$ cat src/eeprom_bus_pkg.sv
// constants and types shared by the serial eeprom bus front end
package eeprom_bus_pkg;

  // ****************************************
  // timing
  // ****************************************
  localparam int unsigned CLK_HZ = 100_000_000;
  localparam int unsigned T_WR_US = 5000;
  localparam int unsigned WR_CYC_DEFAULT = T_WR_US * (CLK_HZ / 1_000_000);

  // ****************************************
  // address and field layout
  // ****************************************
  localparam logic [3:0] DEV_MAIN = 4'hA;
  localparam logic [3:0] DEV_SPECIAL = 4'hB;
  localparam logic [2:0] MODULE_CS = 3'h0;
  localparam logic [3:0] BITS_PER_WORD = 4'h8;
  localparam logic [3:0] TX_LAST_BIT = 4'h7;
  localparam logic [1:0] IDX_DEV = 2'h0;
  localparam logic [1:0] IDX_HI = 2'h1;
  localparam logic [1:0] IDX_LO = 2'h2;
  localparam logic [1:0] IDX_DATA = 2'h3;
  localparam logic [1:0] SEL_SECTOR = 2'h0;
  localparam logic [1:0] SEL_UID = 2'h1;
  localparam logic [1:0] SEL_LOCK = 2'h2;
  localparam logic [1:0] SEL_ECC = 2'h3;
  localparam int LOCK_DATA_BIT = 1;
  localparam logic [14:0] MASK_FULL = 15'h7FFF;
  localparam logic [14:0] MASK_PAGE = 15'h003F;
  localparam logic [14:0] MASK_UID = 15'h000F;
  // arbitrary neutral serial number value
  localparam logic [127:0] SERIAL_DEFAULT = 128'h00112233445566778899AABBCCDDEEFF;

  // ****************************************
  // types
  // ****************************************
  typedef struct packed {
    logic scl;
    logic sda;
    logic wp;
    logic [2:0] cs;
    logic modv;
  } pins_type;

  localparam pins_type PINS_IDLE = '{scl: 1'b1, sda: 1'b1, wp: 1'b0, cs: 3'h0, modv: 1'b0};

  typedef struct packed {
    logic special;
    logic [1:0] sel;
    logic [14:0] addr;
    logic [7:0] data;
  } mem_req_type;

  typedef enum logic [4:0] {
    ST_IDLE = 5'h01,
    ST_RX = 5'h02,
    ST_RXACK = 5'h04,
    ST_TX = 5'h08,
    ST_TXACK = 5'h10
  } link_state_type;

endpackage : eeprom_bus_pkg

$ cat src/serial_eeprom_bus_front_end.sv
// two-wire serial slave front end of a byte-organised eeprom
`timescale 1ns/1ps
`default_nettype none
// Functional notes
// - data changes only with clock low; changes while clock high are start or stop.
// - falling data with clock high is start; traffic ignored until start.
// - rising data with clock high is stop; after a read, enter standby.
// - words are 8 bits; device pulls data low on ninth clock to acknowledge.
// - standby at power-up and after stop once internal work finishes.
// - device address upper nibble 1010 selects main array, 1011 the special areas, else no response.
// - device address bits 3..1 must match the three chip-select pins.
// - module variant fixes the chip-select bits at zero.
// - device address bit 0 high reads, low writes.
// - acknowledge on match; on mismatch no acknowledge and back to standby.
// - upper nibble 1011 selects sector, lock bit, serial number, ecc flag.
// - first word gives array bits 14..8, or special area select bits 2..1.
// - second word gives low address; serial read needs low nibble zero.
// - serial number is read-only; writes are rejected.
// - 64-byte security sector writable until locked, then read-only.
// - one-bit ecc flag tells of single-bit error on read; read only.
// - write-protect high inhibits all programming.
// - write cycle runs from the stop ending a write sequence.
// - write cycle ends within 5 ms after the stop.
// - during write cycle inputs ignored and addresses not acknowledged.
// - with sector locked, sector or lock data bytes are not acknowledged.
module serial_eeprom_bus_front_end
  import eeprom_bus_pkg::*;
#(
  parameter int unsigned WR_CYCLES = WR_CYC_DEFAULT,
  parameter logic [127:0] SERIAL_VALUE = SERIAL_DEFAULT
) (
  input wire logic clk_in,
  input wire logic sys_rst_in,
  input wire logic scl_in,
  input wire logic sda_in,
  output logic sda_out,
  output logic sda_oe_out,
  input wire logic chip_select_bit_2_in,
  input wire logic chip_select_bit_1_in,
  input wire logic chip_select_bit_0_in,
  input wire logic module_variant_in,
  input wire logic write_protect_in,
  input wire logic ecc_error_in,
  input wire logic [7:0] rd_data_in,
  output mem_req_type req_out,
  output logic wr_strobe_out,
  output logic busy_out,
  output logic standby_out,
  output logic ecc_single_error_flag_out
);

  // ****************************************
  // pin synchronisers
  // ****************************************
  pins_type pin_raw;
  pins_type sync1_q;
  pins_type s;
  pins_type p;

  assign pin_raw = '{scl: scl_in, sda: sda_in, wp: write_protect_in,
                     cs: {chip_select_bit_2_in, chip_select_bit_1_in, chip_select_bit_0_in},
                     modv: module_variant_in};

  // two stages, then a third copy for edge finding
  always_ff @(posedge clk_in) begin
    if (sys_rst_in) begin
      sync1_q <= PINS_IDLE;
      s <= PINS_IDLE;
      p <= PINS_IDLE;
    end else begin
      sync1_q <= pin_raw;
      s <= sync1_q;
      p <= s;
    end
  end

  // ****************************************
  // bus events
  // ****************************************
  logic scl_rise_w;
  logic scl_fall_w;
  logic start_w;
  logic stop_w;
  assign scl_rise_w = s.scl & ~p.scl;
  assign scl_fall_w = ~s.scl & p.scl;
  // data edge with clock high
  // clock high on both samples keeps a clock edge from posing as start
  assign start_w = s.scl & p.scl & p.sda & ~s.sda;
  assign stop_w = s.scl & p.scl & ~p.sda & s.sda;

  // ****************************************
  // state
  // ****************************************
  link_state_type st_q, st_d;
  logic [3:0] cnt_q, cnt_d;
  logic [1:0] idx_q, idx_d;
  logic [7:0] sh_q, sh_d;
  logic [7:0] tx_q, tx_d;
  logic oe_q, oe_d;
  logic rw_q, rw_d;
  logic special_q, special_d;
  logic [1:0] sel_q, sel_d;
  logic [14:0] addr_q, addr_d;
  logic mack_q, mack_d;
  logic ecc_q, ecc_d;
  logic locked_q;
  logic lock_pend_q;
  logic wr_pend_q;
  logic busy_q;
  logic [19:0] busy_cnt_q;
  logic wr_strobe_q;
  logic standby_q;
  mem_req_type req_q;

  // ****************************************
  // decode
  // ****************************************
  logic [2:0] cs_w;
  logic dev_hit_w;
  logic byte_end_w;
  logic lo_ok_w;
  logic data_ok_w;
  logic ack_ok_w;
  logic program_w;
  logic load_first_w;
  logic load_next_w;
  logic [7:0] rd_byte_w;
  logic [14:0] mask_w;
  logic [14:0] addr_next_w;
  logic commit_w;

  assign cs_w = s.modv ? MODULE_CS : s.cs;
  assign byte_end_w = (st_q == ST_RX) & scl_fall_w & (cnt_q == BITS_PER_WORD);
  assign dev_hit_w = ((sh_q[7:4] == DEV_MAIN) | (sh_q[7:4] == DEV_SPECIAL))
                     & (sh_q[3:1] == cs_w) & ~busy_q;
  // serial read starts on a zero nibble
  assign lo_ok_w = ~(special_q & (sel_q == SEL_UID) & (sh_q[3:0] != 4'h0));
  // serial and ecc areas refuse data
  assign data_ok_w = ~rw_q & (~special_q
                     | ((sel_q == SEL_SECTOR) & ~locked_q)
                     | ((sel_q == SEL_LOCK) & ~locked_q));
  assign ack_ok_w = (idx_q == IDX_DEV) ? dev_hit_w :
                    (idx_q == IDX_LO) ? lo_ok_w :
                    (idx_q == IDX_DATA) ? data_ok_w : 1'b1;
  assign program_w = byte_end_w & (idx_q == IDX_DATA) & data_ok_w & ~s.wp;
  assign load_first_w = (st_q == ST_RXACK) & scl_fall_w & (idx_q == IDX_DEV) & rw_q;
  assign load_next_w = (st_q == ST_TXACK) & scl_fall_w & mack_q;
  assign commit_w = stop_w & wr_pend_q;

  // read source by area
  assign rd_byte_w = ~special_q ? rd_data_in :
                     (sel_q == SEL_UID) ? SERIAL_VALUE[{addr_q[3:0], 3'h0} +: 8] :
                     (sel_q == SEL_LOCK) ? {6'h00, locked_q, 1'b0} :
                     (sel_q == SEL_ECC) ? {7'h00, ecc_q} : rd_data_in;

  // writes roll in the page, reads roll over the whole area
  assign mask_w = ~rw_q ? MASK_PAGE :
                  ~special_q ? MASK_FULL :
                  (sel_q == SEL_UID) ? MASK_UID : MASK_PAGE;
  assign addr_next_w = (15'(addr_q + 15'h0001) & mask_w) | (addr_q & ~mask_w);

  // ****************************************
  // link state machine
  // ****************************************
  always_comb begin
    st_d = st_q;
    cnt_d = cnt_q;
    idx_d = idx_q;
    sh_d = sh_q;
    tx_d = tx_q;
    oe_d = oe_q;
    rw_d = rw_q;
    special_d = special_q;
    sel_d = sel_q;
    addr_d = addr_q;
    mack_d = mack_q;
    ecc_d = ecc_q;
    if (start_w) begin
      // start also ends any stuck transfer
      st_d = ST_RX;
      cnt_d = 4'h0;
      idx_d = IDX_DEV;
      oe_d = 1'b0;
    end else if (stop_w) begin
      st_d = ST_IDLE;
      oe_d = 1'b0;
    end else begin
      case (st_q)
        ST_RX: begin
          if (scl_rise_w && cnt_q < BITS_PER_WORD) begin
            sh_d = {sh_q[6:0], s.sda};
            cnt_d = 4'(cnt_q + 4'h1);
          end else if (byte_end_w) begin
            if (ack_ok_w) begin
              st_d = ST_RXACK;
              oe_d = 1'b1;
            end else begin
              st_d = ST_IDLE;
            end
            if (idx_q == IDX_DEV) begin
              rw_d = sh_q[0];
              special_d = (sh_q[7:4] == DEV_SPECIAL);
            end else if (idx_q == IDX_HI) begin
              // high address or area select
              // special areas keep a clean index so the store sees no stale high bits
              sel_d = special_q ? sh_q[2:1] : SEL_SECTOR;
              addr_d[14:8] = special_q ? 7'h00 : sh_q[6:0];
            end else if (idx_q == IDX_LO) begin
              // low address, sector index is six bits
              addr_d[7:0] = special_q ? {2'b00, sh_q[5:0]} : sh_q;
            end
          end
        end
        ST_RXACK: begin
          if (scl_fall_w) begin
            cnt_d = 4'h0;
            idx_d = (idx_q == IDX_DATA) ? IDX_DATA : 2'(idx_q + 2'h1);
            if (idx_q == IDX_DATA) begin
              addr_d = addr_next_w;
            end
            if (load_first_w) begin
              st_d = ST_TX;
              tx_d = rd_byte_w;
              oe_d = ~rd_byte_w[7];
              addr_d = addr_next_w;
            end else begin
              st_d = ST_RX;
              oe_d = 1'b0;
            end
          end
        end
        ST_TX: begin
          if (scl_fall_w) begin
            if (cnt_q == TX_LAST_BIT) begin
              st_d = ST_TXACK;
              oe_d = 1'b0;
            end else begin
              tx_d = {tx_q[6:0], 1'b0};
              oe_d = ~tx_q[6];
              cnt_d = 4'(cnt_q + 4'h1);
            end
          end
        end
        ST_TXACK: begin
          if (scl_rise_w) begin
            mack_d = ~s.sda;
          end else if (load_next_w) begin
            st_d = ST_TX;
            cnt_d = 4'h0;
            tx_d = rd_byte_w;
            oe_d = ~rd_byte_w[7];
            addr_d = addr_next_w;
          end else if (scl_fall_w) begin
            st_d = ST_IDLE;
          end
        end
        default: begin
          st_d = st_q;
        end
      endcase
    end
    // flag follows each main array byte sent
    if ((load_first_w || load_next_w) && !special_q) begin
      ecc_d = ecc_error_in;
    end
  end

  // link registers
  always_ff @(posedge clk_in) begin
    if (sys_rst_in) begin
      st_q <= ST_IDLE;
      cnt_q <= 4'h0;
      idx_q <= IDX_DEV;
      sh_q <= 8'h00;
      tx_q <= 8'h00;
      oe_q <= 1'b0;
      rw_q <= 1'b0;
      special_q <= 1'b0;
      sel_q <= SEL_SECTOR;
      addr_q <= 15'h0000;
      mack_q <= 1'b0;
      ecc_q <= 1'b0;
    end else begin
      st_q <= st_d;
      cnt_q <= cnt_d;
      idx_q <= idx_d;
      sh_q <= sh_d;
      tx_q <= tx_d;
      oe_q <= oe_d;
      rw_q <= rw_d;
      special_q <= special_d;
      sel_q <= sel_d;
      addr_q <= addr_d;
      mack_q <= mack_d;
      ecc_q <= ecc_d;
    end
  end

  // ****************************************
  // write cycle and lock
  // ****************************************
  // lock takes effect when the write cycle starts
  always_ff @(posedge clk_in) begin
    if (sys_rst_in) begin
      wr_pend_q <= 1'b0;
      lock_pend_q <= 1'b0;
      locked_q <= 1'b0;
    end else begin
      wr_pend_q <= ~start_w & ~stop_w & (wr_pend_q | program_w);
      lock_pend_q <= ~start_w & ~stop_w & (lock_pend_q | (program_w & special_q
                     & (sel_q == SEL_LOCK) & sh_q[LOCK_DATA_BIT]));
      locked_q <= locked_q | (stop_w & lock_pend_q);
    end
  end

  // bounded by the write cycle count
  always_ff @(posedge clk_in) begin
    if (sys_rst_in) begin
      busy_q <= 1'b0;
      busy_cnt_q <= 20'h00000;
    end else if (commit_w) begin
      busy_q <= 1'b1;
      busy_cnt_q <= 20'(WR_CYCLES - 1);
    end else if (busy_q) begin
      busy_q <= (busy_cnt_q != 20'h00000);
      busy_cnt_q <= 20'(busy_cnt_q - 20'h00001);
    end
  end

  // ****************************************
  // outputs
  // ****************************************
  // standby at reset and when idle and not busy
  always_ff @(posedge clk_in) begin
    if (sys_rst_in) begin
      standby_q <= 1'b1;
      wr_strobe_q <= 1'b0;
      req_q <= '0;
    end else begin
      standby_q <= (st_d == ST_IDLE) & ~commit_w & ~(busy_q & (busy_cnt_q != 20'h00000));
      wr_strobe_q <= program_w;
      req_q <= '{special: special_d, sel: sel_d, addr: addr_d, data: sh_q};
    end
  end

  assign sda_out = 1'b0; // open drain, only ever pulls low
  assign sda_oe_out = oe_q;
  assign req_out = req_q;
  assign wr_strobe_out = wr_strobe_q;
  assign busy_out = busy_q;
  assign standby_out = standby_q;
  assign ecc_single_error_flag_out = ecc_q;

  logic [19:0] busy_len_q;
  always_ff @(posedge clk_in) begin
    if (sys_rst_in) begin
      busy_len_q <= 20'h00000;
    end else begin
      busy_len_q <= busy_q ? 20'(busy_len_q + 20'h00001) : 20'h00000;
    end
  end
endmodule : serial_eeprom_bus_front_end
`default_nettype wire

$ cat config.mk
export PLATFORM = sky130hd
export DESIGN_NAME = serial_eeprom_bus_front_end
export DESIGN_NICKNAME = d
export VERILOG_FILES = /design/src/eeprom_bus_pkg.sv /design/src/serial_eeprom_bus_front_end.sv
export SDC_FILE = /design/constraint.sdc
export NUM_CORES = 1
export LEC_CHECK = 0
export BUFFER_PORTS_ARGS = -buffer_cell sky130_fd_sc_hd__buf_2
export CORE_ASPECT_RATIO = 0.5
export CORE_UTILIZATION = 55
export DETAILED_ROUTE_END_ITERATION = 12
export PLACE_DENSITY = 0.75
export SYNTH_ARGS = -nofsm -noshare
export SYNTH_HDL_FRONTEND = slang
export SYNTH_SLANG_ARGS = --single-unit
$ cat constraint.sdc
create_clock -name clk_in -period 4.6 [get_ports clk_in]
set_input_delay 0.92 -clock clk_in [delete_from_list [all_inputs] [get_ports clk_in]]
set_output_delay 0.92 -clock clk_in [all_outputs]
set_load 0.02 [all_outputs]
==> results.md <==
- Placed cell count: 714
- Drt pass-1 iters: 5
- Commonest non-fill, non-tap cell in the layout: dfxtp_1
- Initial Util: between 50% and 60%
- Max cap viols: 0
- RePlAce Congestion: 0.943
- Clock Path Buffers: 2
- Layout cells sized above 1: 14.4%
- Slew Viols, Final: 0
- Area growth from synthesis to layout: 10.4%
- Grt total ovfl: 0
- FP Rows: 24
- Via count: 4304
- Syn Area/Cell: 8.53 um^2
- Number of synthesized flops with an enable pin: 0
- Clock skew: roughly 0.0076 ns
- Yosys warning count: 0
- Final core utilization: 62.8%
- F_max: 0.345 GHz
- Final setup TNS: 0 ns
- DRC errors left: 0
- GRT Resource Usage Total: a little over a quarter
- Filler instances: 760
- Final setup vio count: 0
- Worst-Margin Slew: just under 0.9 ns
- Startpoint class of the critical path: register
- First-pass GRT wire length: around 20000 um
- Root Driver: clkbuf_16
- Relative slew slack: about two fifths
- Diode count: 0
- PostCTS Resize Cnt: 0
- Synth unique cells: 69
- Initial DRC count: 297
- Initial antenna violation count: 0
- Clock Sinks: just under 100
- Htree depth: 3
- Final Hold Vio Count: 0
- Die ar.: 0.00942 mm^2
- Gate Count Post-Synth: 581
- Max IR drop VDD: ~0.17 mV
- Largest net degree at the start of global routing: 55
- Sequential element share of the synthesized area: 39.6%
- Prevailing post-synth register cell: dfxtp_1
- Port buffer count: 48
- Post-DP HPWL: 8170 um
- CTS Hold Bufs: 0
- Clk_lat worst skew: 0.35 ns
- Seq cells post-synth: 98
- Die Ht: 69.1 um
- Min-delay worst type: reg -> reg
- Area of the mapped netlist: 0.00495 mm^2
- FFs w/ async S/R, synth: 0%
- Commonest cells after routing, fill and taps aside: dfxtp_1 (98), nor2_1 (70), buf_2 (48)
- Worst setup EP type: register
- Cell Pwr Density: 302 mW/mm^2
- Critical path class: reg -> reg
- Crit-path max FO: 19
- Cell area after layout: between 0.005 and 0.006 mm^2
- DR WL/cell: between 15 and 20 um
- Status: completed
- Core area: 0.00871 mm^2
- Pleak: 0.00207 uW
- Reg clk slew, reported paths: approximately 0.07 ns
- TritonCTS clock tree: built
- Postcts setup bufs: 0
- Tcrit/Tclk final: 63.0%
- Total Routed Length: 11700 um
- Final ANT Viol Nets: 0
- Required @ worst endpoint: 4.82 ns
- Area post-placement: 0.00519 mm^2
- Finished Layout Cells: 730
- Final net count: roughly 630
- Critical Path AT: 3.12 ns
- Top-level I/O count: 50
- Syn nets: 605
- Total CTS buffers: 9
- Die Width: 136 um
- Period minus WS final: 2.90 ns
- Via/cell ratio: between 5 and 6
- RSZ-0062 raised after global routing: no
- Vias in the first global route: 3869
-- worst max-delay path, stage by stage, from the launching register on --
cell,delay [ns]
dfxtp_1,0.76
xor2_1,0.27
nand2_1,0.51
a21oi_1,0.27
nor4_4,0.63
mux2i_1,0.26
nor2_1,0.06
-- kinds of logic (layout without fill, tap and decap cells) --
| group | after synthesis | after routing | share of synthesized area [%] |
|---|---|---|---|
| AND/OR/NAND/NOR | 246 | 246 | 26.9 |
| XOR/XNOR | 28 | 28 | 4.95 |
| AO/OA/AOI/OAI | 132 | 132 | 18.0 |
| buffers and inverters | 48 | 80 | 4.42 |
| multiplexers | 22 | 22 | 4.55 |
| adder cells (fa/ha/maj) | 6 | 6 | 1.52 |
| other | 1 | 1 | 0.0757 |
| flip-flops | 98 | 98 | 39.6 |
-- metal layers --
layer / routed length (um) / vias to the layer above / track usage (%) / part of all wire (%)
li1: - / 2132 / - / -
met1: 5680 / 1993 / 37.7 / 48
met2: 5070 / 163 / 40.2 / 43
met3: 803 / 16 / 6.77 / 6.8
met4: 183 / 0 / 8.89 / 1.6
met5: 0 / - / 0 / 0
-- cell type report --
cell class              instances  area (um^2)  area share, %
repair buffers                 49          248           4.53
clock inverters                 7         60.1           1.10
clock buffers                   9          225           4.12
flip-flops and latches         98         1960           35.9
well taps                     117          146           2.68
multi-input cells             435         2770           50.7
inverters                      15         56.3           1.03
-- synthesized netlist by cell type (all sizes together), types with 7 or more instances --
library cell   n  area (um^2)
a21oi         45          225
inv           14         52.6
nor2          70          263
nand2         43          161
o21ai         25          125
nor2b         20          125
nand3         16         80.1
xor2          11         96.3
a211oi         7         52.6
nor4           9          101
clkbuf        20         75.1
or2            8         50.1
mux2i         18          180
a22oi          8         60.1
nor3          19          100
nand2b        13         81.3
dfxtp         98         1960
xnor2         17          149
buf           13         87.6
-- where the power goes --
group	total [uW]	internal, uW	switching (uW)	leakage (uW)
sequential	864	856	7.69	0.000793
clock	726	376	350	0.000136
combinational	62.3	24.0	38.2	0.00114
total	1650	1260	396	0.00207
-- final timing paths --
check / cells after the start / from / to / slack [ns]
hold / removal: 1 / sync1_q[6] / s[6] / 0.41
setup / recovery: 6 / st_q[2] / tx_q[5] / 1.70
hold reg to reg: 1 / sync1_q[6] / s[6] / 0.41
setup reg to reg: 6 / st_q[2] / tx_q[5] / 1.70
-- stage by stage --
stage                     setup slack [ns]  hold WS (ns)  total power [uW]
final                                 1.70         0.413              1650
after global routing                  1.44         0.437              1720
after CTS                             1.75         0.414              1670
after detailed placement              1.77         0.398               945
after global placement                1.85         0.390               944
after floorplan                       2.50         0.389               926
(Power assumes the default switching activity.)
